**src/rtl/etm_regs.svh**
```systemverilog
`ifndef ETM_REGS_SVH
`define ETM_REGS_SVH

`define ETM_ADDR_W        4
`define ETM_OFS_CTRL_A    4'h0
`define ETM_OFS_CTRL_B    4'h1
`define ETM_OFS_COUNT     4'h2
`define ETM_OFS_CMP_A     4'h3
`define ETM_OFS_CMP_B     4'h4
`define ETM_OFS_IRQ_MASK  4'h5
`define ETM_OFS_IRQ_FLAGS 4'h6
`define ETM_OFS_STATUS    4'h7

`define ETM_BIT_OVF       0
`define ETM_BIT_MATCH_A   1
`define ETM_BIT_MATCH_B   2

`define ETM_BOTTOM        8'h00
`define ETM_MAX           8'hFF
`define ETM_RESET_BYTE    8'h00
`define ETM_PRESC_W       10

`endif

```
**src/rtl/etm_pkg.sv**
```systemverilog
package etm_pkg;

    typedef enum logic [2:0] {
        ETM_CS_STOP, ETM_CS_DIV1, ETM_CS_DIV8, ETM_CS_DIV64,
        ETM_CS_DIV256, ETM_CS_DIV1024, ETM_CS_EXT_FALL, ETM_CS_EXT_RISE
    } etm_clk_sel_e;

    typedef enum logic [2:0] {
        ETM_WG_NORMAL, ETM_WG_PC_MAX, ETM_WG_CTC, ETM_WG_FAST_MAX,
        ETM_WG_RSVD, ETM_WG_PC_OCRA, ETM_WG_RSVD2, ETM_WG_FAST_OCRA
    } etm_wgm_e;

    typedef struct packed {
        logic [3:0] addr;
        logic [7:0] wdata;
        logic       wr;
        logic       rd;
    } etm_bus_s;

    typedef struct packed {
        logic ovf;
        logic match_a;
        logic match_b;
    } etm_evt_s;

endpackage : etm_pkg

```
**src/rtl/etm_timer.sv**
```systemverilog
// Notes on behaviour
// - Counter and both compare values are eight-bit registers.
// - Two independent compare units A and B, each with value and output.
// - In PWM modes compare values are written into a buffer, then loaded into the active copy.
// - Clear-on-match mode clears the counter at compare A.
// - Phase-correct PWM with variable period and a frequency-generator mode.
// - Three interrupt sources: overflow, match A, match B.
// - Every interrupt request is readable in the flag register.
// - Each request is gated by its own mask bit.
// - Timer tick comes from the prescaler or the external count pin.
// - Clock select picks the source and the active edge.
// - No source selected means the counter stays still.
// - Three-bit clock select field sits in control register B.
// - Both compare values are compared with the counter on every tick.
// - Waveform generator drives the two compare outputs from compare results.
// - A compare match sets its flag, usable as an interrupt request.
// - Counter value 0x00 is bottom.
// - Counter value 0xFF is maximum.
// - Top is 0xFF or compare A depending on mode.
// - Counter counts up or down depending on mode.
// - A software count write wins over clear or count in that cycle.
// - Match flag sets at the tick after the counter equals the compare value.
// - Match flag clears on interrupt service or on writing one.
//
// Added by the designer: the address map and strobed register access.
`include "etm_regs.svh"

module etm_timer
    import etm_pkg::*;
(
    input  wire logic       sys_clk_i,
    input  wire logic       reset_i,
    input  wire logic [3:0] addr_i,
    input  wire logic [7:0] wdata_i,
    input  wire logic       wr_i,
    input  wire logic       rd_i,
    output logic      [7:0] rdata_o,
    input  wire logic       ext_count_pin_i,
    input  wire logic       ack_ovf_i,
    input  wire logic       ack_match_a_i,
    input  wire logic       ack_match_b_i,
    output logic            irq_ovf_o,
    output logic            irq_match_a_o,
    output logic            irq_match_b_o,
    output logic            wave_out_a_o,
    output logic            wave_out_b_o
);

    // ---------------------------------------------------------------
    // Register port
    // ---------------------------------------------------------------
    etm_bus_s bus;
    assign bus = '{addr: addr_i, wdata: wdata_i, wr: wr_i, rd: rd_i};

    logic [7:0] ctrl_a_q;
    logic [7:0] timer_control_b_q;
    logic [7:0] count_value_q,     count_value_d;
    logic [7:0] compare_value_a_q, compare_value_b_q;
    logic [7:0] buf_a_q,           buf_b_q;
    logic [2:0] timer_irq_mask_q;
    logic [2:0] timer_irq_flags_q, timer_irq_flags_d;
    logic [7:0] rdata_q;
    logic       ext_q,             dir_down_q,  block_q;
    logic       wave_a_q,          wave_b_q;
    logic [`ETM_PRESC_W-1:0] presc_q;

    wire wr_ctrl_a = bus.wr && bus.addr == `ETM_OFS_CTRL_A;
    wire wr_ctrl_b = bus.wr && bus.addr == `ETM_OFS_CTRL_B;
    wire wr_count  = bus.wr && bus.addr == `ETM_OFS_COUNT;
    wire wr_cmp_a  = bus.wr && bus.addr == `ETM_OFS_CMP_A;
    wire wr_cmp_b  = bus.wr && bus.addr == `ETM_OFS_CMP_B;
    wire wr_mask   = bus.wr && bus.addr == `ETM_OFS_IRQ_MASK;
    wire wr_flags  = bus.wr && bus.addr == `ETM_OFS_IRQ_FLAGS;

    // ---------------------------------------------------------------
    // Mode decode
    // ---------------------------------------------------------------
    etm_clk_sel_e clock_select_field;
    etm_wgm_e     wgm;
    assign clock_select_field = etm_clk_sel_e'(timer_control_b_q[2:0]);
    assign wgm = etm_wgm_e'({timer_control_b_q[3], ctrl_a_q[1:0]});
    wire [1:0] com_a = ctrl_a_q[7:6];
    wire [1:0] com_b = ctrl_a_q[5:4];
    wire force_a = wr_ctrl_b && wdata_i[7];
    wire force_b = wr_ctrl_b && wdata_i[6];

    wire is_pc   = wgm == ETM_WG_PC_MAX   || wgm == ETM_WG_PC_OCRA;
    wire is_fast = wgm == ETM_WG_FAST_MAX || wgm == ETM_WG_FAST_OCRA;
    wire is_pwm  = is_pc || is_fast;
    wire top_is_a = wgm == ETM_WG_CTC || wgm == ETM_WG_PC_OCRA
                 || wgm == ETM_WG_FAST_OCRA;
    wire [7:0] top_val = top_is_a ? compare_value_a_q : `ETM_MAX;

    // ---------------------------------------------------------------
    // Timer tick
    // ---------------------------------------------------------------
    function automatic logic presc_hit(input logic [`ETM_PRESC_W-1:0] p, input int lsb);
        presc_hit = (p & ((`ETM_PRESC_W'(1) << lsb) - `ETM_PRESC_W'(1))) == '0;
    endfunction : presc_hit

    logic timer_tick;
    always_comb begin
        unique case (clock_select_field)
            ETM_CS_STOP:     timer_tick = 1'b0;
            ETM_CS_DIV1:     timer_tick = 1'b1;
            ETM_CS_DIV8:     timer_tick = presc_hit(presc_q, 3);
            ETM_CS_DIV64:    timer_tick = presc_hit(presc_q, 6);
            ETM_CS_DIV256:   timer_tick = presc_hit(presc_q, 8);
            ETM_CS_DIV1024:  timer_tick = presc_hit(presc_q, 10);
            ETM_CS_EXT_FALL: timer_tick = ext_q && !ext_count_pin_i;
            ETM_CS_EXT_RISE: timer_tick = !ext_q && ext_count_pin_i;
        endcase
    end

    // ---------------------------------------------------------------
    // Counter
    // ---------------------------------------------------------------
    wire at_bottom = count_value_q == `ETM_BOTTOM;
    wire at_max    = count_value_q == `ETM_MAX;
    wire at_top    = count_value_q == top_val;
    wire match_a   = count_value_q == compare_value_a_q;
    wire match_b   = count_value_q == compare_value_b_q;
    wire next_down = is_pc && (dir_down_q ? !at_bottom : at_top);

    always_comb begin
        count_value_d = count_value_q;
        if (wr_count) begin
            count_value_d = wdata_i;
        end else if (timer_tick) begin
            if (is_pc) begin
                count_value_d = next_down ? count_value_q - 8'h01 : count_value_q + 8'h01;
            end else if (at_top && top_is_a) begin
                count_value_d = `ETM_BOTTOM;
            end else if (is_fast && at_top) begin
                count_value_d = `ETM_BOTTOM;
            end else begin
                count_value_d = count_value_q + 8'h01;
            end
        end
    end

    // ---------------------------------------------------------------
    // Events and flags
    // ---------------------------------------------------------------
    etm_evt_s evt;
    assign evt.ovf     = timer_tick && (is_pc ? at_bottom && dir_down_q
                         : (is_fast && top_is_a ? at_top : at_max));
    assign evt.match_a = timer_tick && !block_q && match_a;
    assign evt.match_b = timer_tick && !block_q && match_b;
    wire [2:0] evt_v = {evt.match_b, evt.match_a, evt.ovf};
    wire [2:0] ack_v = {ack_match_b_i, ack_match_a_i, ack_ovf_i};
    wire [2:0] clr_v = (wr_flags ? wdata_i[2:0] : 3'h0) | ack_v;

    assign timer_irq_flags_d = (timer_irq_flags_q & ~clr_v) | evt_v;
    wire [2:0] irq_v = timer_irq_flags_q & timer_irq_mask_q;
    assign irq_ovf_o     = irq_v[`ETM_BIT_OVF];
    assign irq_match_a_o = irq_v[`ETM_BIT_MATCH_A];
    assign irq_match_b_o = irq_v[`ETM_BIT_MATCH_B];

    // Buffered compare values load at top (pc) or bottom (fast); direct otherwise
    wire cmp_load = !is_pwm || (timer_tick && (is_pc ? at_top && !dir_down_q : at_top));

    // ---------------------------------------------------------------
    // Waveform generator
    // ---------------------------------------------------------------
    function automatic logic wave_next(input logic cur, input logic [1:0] com,
                                       input logic hit, input logic up, input logic pwm);
        logic r;
        r = cur;
        if (hit) begin
            unique case (com)
                2'b00: r = cur;
                2'b01: r = pwm ? cur : !cur;
                2'b10: r = pwm ? !up : 1'b0;
                2'b11: r = pwm ? up : 1'b1;
            endcase
        end
        wave_next = r;
    endfunction : wave_next

    wire up_now   = !dir_down_q;
    wire fast_bot = is_fast && timer_tick && at_top;
    wire hit_a    = evt.match_a || (force_a && !is_pwm);
    wire hit_b    = evt.match_b || (force_b && !is_pwm);
    wire wave_a_d = fast_bot && com_a[1] ? !com_a[0]
                  : wave_next(wave_a_q, com_a, hit_a, up_now, is_pwm);
    wire wave_b_d = fast_bot && com_b[1] ? !com_b[0]
                  : wave_next(wave_b_q, com_b, hit_b, up_now, is_pwm);

    // ---------------------------------------------------------------
    // Read mux
    // ---------------------------------------------------------------
    logic [7:0] rd_mux;
    always_comb begin
        unique case (bus.addr)
            `ETM_OFS_CTRL_A:    rd_mux = ctrl_a_q;
            `ETM_OFS_CTRL_B:    rd_mux = {2'b00, timer_control_b_q[5:0]};
            `ETM_OFS_COUNT:     rd_mux = count_value_q;
            `ETM_OFS_CMP_A:     rd_mux = is_pwm ? buf_a_q : compare_value_a_q;
            `ETM_OFS_CMP_B:     rd_mux = is_pwm ? buf_b_q : compare_value_b_q;
            `ETM_OFS_IRQ_MASK:  rd_mux = {5'h00, timer_irq_mask_q};
            `ETM_OFS_IRQ_FLAGS: rd_mux = {5'h00, timer_irq_flags_q};
            `ETM_OFS_STATUS:    rd_mux = {5'h00, dir_down_q, wave_b_q, wave_a_q};
            default:            rd_mux = 8'h00;
        endcase
    end

    // ---------------------------------------------------------------
    // State
    // ---------------------------------------------------------------
    always_ff @(posedge sys_clk_i) begin
        if (reset_i) begin
            ctrl_a_q          <= `ETM_RESET_BYTE;
            timer_control_b_q <= `ETM_RESET_BYTE;
            count_value_q     <= `ETM_RESET_BYTE;
            compare_value_a_q <= `ETM_RESET_BYTE;
            compare_value_b_q <= `ETM_RESET_BYTE;
            buf_a_q           <= `ETM_RESET_BYTE;
            buf_b_q           <= `ETM_RESET_BYTE;
            timer_irq_mask_q  <= 3'h0;
            timer_irq_flags_q <= 3'h0;
            rdata_q           <= 8'h00;
            presc_q           <= '0;
            ext_q             <= 1'b0;
            dir_down_q        <= 1'b0;
            block_q           <= 1'b0;
            wave_a_q          <= 1'b0;
            wave_b_q          <= 1'b0;
        end else begin
            if (wr_ctrl_a) ctrl_a_q <= wdata_i;
            if (wr_ctrl_b) timer_control_b_q <= {2'b00, wdata_i[5:0]};
            if (wr_mask) timer_irq_mask_q <= wdata_i[2:0];
            if (wr_cmp_a) buf_a_q <= wdata_i;
            if (wr_cmp_b) buf_b_q <= wdata_i;
            if (cmp_load) compare_value_a_q <= wr_cmp_a && !is_pwm ? wdata_i : buf_a_q;
            if (cmp_load) compare_value_b_q <= wr_cmp_b && !is_pwm ? wdata_i : buf_b_q;
            count_value_q     <= count_value_d;
            timer_irq_flags_q <= timer_irq_flags_d;
            // Write blocks the match of the next tick only, even while stopped
            block_q           <= wr_count || (block_q && !timer_tick);
            if (timer_tick && !wr_count) dir_down_q <= next_down;
            if (!is_pc) dir_down_q <= 1'b0;
            presc_q           <= presc_q + `ETM_PRESC_W'(1);
            ext_q             <= ext_count_pin_i;
            wave_a_q          <= wave_a_d;
            wave_b_q          <= wave_b_d;
            rdata_q           <= bus.rd ? rd_mux : 8'h00;
        end
    end

    assign rdata_o      = rdata_q;
    assign wave_out_a_o = wave_a_q;
    assign wave_out_b_o = wave_b_q;
endmodule : etm_timer

```
**config.mk**
```make
export PLATFORM = sky130hd
export DESIGN_NAME = etm_timer
export DESIGN_NICKNAME = d
export VERILOG_FILES = /design/src/rtl/etm_pkg.sv /design/src/rtl/etm_timer.sv
export VERILOG_INCLUDE_DIRS = /design/src /design/src/rtl
export SDC_FILE = /design/constraint.sdc
export NUM_CORES = 1
export LEC_CHECK = 0
export BUFFER_PORTS_ARGS = -buffer_cell sky130_fd_sc_hd__buf_4
export CAP_MARGIN = 30
export CORE_AREA = 4 4 143 145
export CTS_CLUSTER_SIZE = 30
export DETAILED_ROUTE_END_ITERATION = 6
export DIE_AREA = 0 0 147 149
export PLACE_DENSITY = 0.41
export SLEW_MARGIN = 25
export SYNTH_ARGS = -nofsm -noshare
export SYNTH_HDL_FRONTEND = slang
export SYNTH_SLANG_ARGS = --single-unit
```
**constraint.sdc**
```tcl
create_clock -name sys_clk_i -period 2.45 [get_ports sys_clk_i]
set_input_delay 0.1225 -clock sys_clk_i [delete_from_list [all_inputs] [get_ports sys_clk_i]]
set_output_delay 0.1225 -clock sys_clk_i [all_outputs]
set_load 0.01 [all_outputs]
```
==> impl_metrics.csv <==
group,metric,value,unit
global_route,grtUsageMet3,1.52,%
worst_setup_path,timing.rr.start,"compare_value_a_q[6]",
drt,via_per_inst,5.04,
cts,numCtsBuffers,9,
floorplan,core,19200,sq um
sta,slew_headroom,59.3,%
worst_setup_path,path_delay_family,"compound AO/OA/AOI/OAI gates",
cts,clk_latency,0.36,ns
min_path,holdCritStartpoint,"ext_count_pin_i",
sta,hold_violations,0,
global_route,antenna_found_initial,0,
cts,h-tree-depth,3,
sta,setup_tns,0,ns
worst_setup_path,crit_slowest_cell,"a2111o_1",
final_layout,layout.nets,634,
sta,slew_viol_final,0,
floorplan,top_level_ports,33,
place,portBuffers,32,
power,ir_drop,0.000293,V
drt,drt_iter0_markers,435,
worst_setup_path,regToRegEndpoint,"compare_value_a_q[3]",
synthesis,synthTopCellsByArea,"dfxtp_1 35%, mux2i_1 9.7%, nor2_1 5.1%",
worst_setup_path,worstPathCellList,"nor2b_1 -> a2111o_1 -> a2111oi_4 -> and3_4 -> a21o_4 -> buf_4 -> nor2_1 -> a211oi_2",
synthesis,synth_top_area_share,35.1,%
synthesis,synth_top_area_cell,"dfxtp_1",
floorplan,start_util,24.6,%
worst_setup_path,crit_arrival,2.58,ns
global_route,grtUsageTotal,15.3,%
global_route,overflow,0,
cts,root_buffer,"clkbuf_16",
floorplan,die_w,147,um
min_path,holdPathStages,2,
global_route,grt_pass1_wl,25500,um
sta,max_freq,0.433,GHz
sta,period_needed,2.31,ns
synthesis,yosys.cell_types.count,61,
place,gp_congestion,0.876,
worst_setup_path,worstSetupStartpointType,"flop",
power,power_density,538,nW/um^2
synthesis,synthCells,571,
place,hpwl,12400,um
drt,post-route-drc-count,0,
drt,via_count,4427,
floorplan,fp.dieArea,21900,sq um
final_layout,stdcell_count,879,
min_path,worstHoldPathType,"in -> reg",
sta,rsz0062_at_grt,"false",
synthesis,synth_seq_cells,83,
cts,holdBufCountCts,0,
sta,final-setup-viol-count,0,
power,total_power,3.10,mW
final_layout,final_cell_mix,"82 x dfxtp_1, 64 x nor2_1, 64 x buf_4",
final_layout,drive_gt1_share,19.4,%
global_route,grt_busiest_layer,"met2",
global_route,first_global_vias,4286,
run,drv_cap,0,
final_layout,post-route-util,30.0,%
power,leakage,2.10,nW
floorplan,fp-row-count,51,
floorplan,die_height,149,um
sta,worst_pin_slew,0.609,ns
place,post-place-cells,862,
synthesis,synth-edff-count,0,
synthesis,synth_warnings,0,
worst_setup_path,critPathMaxStageDelay,0.43,ns
min_path,min_to,"ext_q",
cts,clock_sinks,83,
global_route,grt_start_max_net_pins,32,
sta,skew,0.0107,ns
worst_setup_path,r2r.worst_path.cells,8,
worst_setup_path,critPathMaxFanout,6,
drt,final_antenna_net_count,0,
cts,cts_tree,"yes",
drt,first_pass_iters,5,
worst_setup_path,endpoint_kind,"flop",
synthesis,async_flop_share,0,%
global_route,gr-usage-met1,20.7,%
global_route,gr-usage-met2,24.8,%
worst_setup_path,r2r_slack,0.14,ns
synthesis,synth_ff_type,"dfxtp_1",
worst_setup_path,crit_required,2.72,ns
worst_setup_path,crit_buf_inv,1,
final_layout,syn_to_final_growth,21.7,%
synthesis,yosysSeqAreaShare,35.1,%
sta,fin_crit_sh,94.3,%
synthesis,syn-cell-area,4730,sq um
cts,clk_pin_slew,0.06,ns
synthesis,syn_avg_cell_area,8.28,sq um
drt,routedWlPerCell,19.0,um
run_status,status,"finished clean",
worst_setup_path,critical_path_class,"reg -> reg",
sta,timing.hold.ws,0.0264,ns
cts,cts.path.max_buffers,2,
final_layout,diodes,0,
drt,routed_wl,16700,um
final_layout,mostFrequentLayoutCell,"dfxtp_1",
synthesis,syn-num-nets,596,
-- worst max path at each step --
stage               cells after the start  slack, ns            startpoint                    to
floorplan                               8       0.22      count_value_q[1]      count_value_q[6]
global placement                        6     -0.008      count_value_q[6]      count_value_q[3]
detailed placement                     11      -0.01            presc_q[0]  compare_value_b_q[0]
CTS                                    11       0.04            presc_q[0]  compare_value_b_q[2]
global route                           10      0.004      count_value_q[0]      count_value_q[7]
finish                                  8       0.14  compare_value_a_q[6]  compare_value_a_q[3]
-- cell families (layout without fill, tap and decap cells) --
| kind of cell | after synthesis | count (layout) | share of synthesized area (%) |
|---|---|---|---|
| xor gates and xnor gates | 30 | 30 | 5.56 |
| adders and majority gates | 5 | 5 | 1.32 |
| muxes | 50 | 50 | 10.7 |
| AOI/OAI and AO/OA | 126 | 126 | 20.0 |
| buffers and inverters | 54 | 97 | 4.84 |
| DFF | 83 | 83 | 35.1 |
| and+or+nand+nor | 223 | 223 | 22.5 |
-- timing repair --
item                                    CTS  global route
pin swaps                                 0             2
resized for setup                         2             6
buffers inserted                          0             1
endpoints found under the setup margin   13            18
-- cell type report --
class,count,area (sq um)
clock buffers,9,225
clock inverters,7,76.3
fillers,2045,13500
inverters,15,56.3
multi-input cells,434,2880
flip-flops and latches,83,1660
well taps,265,332
repair buffers,66,520
-- state kept, by name, indices dropped and copies added (netlist names), 6 cells and up --
name               cells
buf_a_q                8
buf_b_q                8
compare_value_a_q      8
compare_value_b_q      8
count_value_q          8
ctrl_a_q               8
presc_q               10
rdata_o                8
timer_control_b_q      6
-- routing by layer --
layer,vias to the layer above,part of all wire (%)
met5,-,0
met4,0,2.2
met3,24,3.4
met2,119,48
met1,2160,47
li1,2124,-
-- power by group --
group / total [mW] / internal (mW) / switching [mW]
Combinational: 0.295 / 0.110 / 0.185
Sequential: 1.40 / 1.37 / 0.0267
Clock: 1.41 / 0.797 / 0.608
Total: 3.10 / 2.28 / 0.820
-- cell usage after synthesis, types with 3 or more instances --
cell and n:
and3_1 5, nor3_1 10, nor2_1 64, inv_1 12, a31oi_1 9, nand2_1 55, nand2b_1 10, a21oi_1 46
mux2i_1 46, ha_1 5, nor2b_1 10, o22ai_1 9, buf_2 3, xor2_1 12, buf_1 5, and2_1 6
dfxtp_1 83, mux2_2 3, xnor2_1 18, nand3_1 44, a211oi_1 5, clkbuf_1 27, o21ai_0 8, a211oi_2 14
nor4_1 4, a41oi_1 3, a221oi_1 7, nand4_1 4, o32ai_1 4, o221ai_1 3
-- per-stage QoR --
stage | setup slack (ns) | area [sq um]
after floorplan | 0.222 | 4730
after global placement | -0.00798 | 5410
after detailed placement | -0.0113 | 5410
after CTS | 0.0395 | 5720
after global routing | 0.00416 | 5750
final | 0.140 | 5750
-- worst reg2reg max path, stage by stage, from the launching register on --
cell and delay, ns:
dfxtp_1 0.36, nor2b_1 0.16, a2111o_1 0.43, a2111oi_4 0.40, and3_4 0.28, a21o_4 0.18, buf_4 0.17, nor2_1 0.06
a211oi_2 0.19
Power figures use the tool's default switching activity.
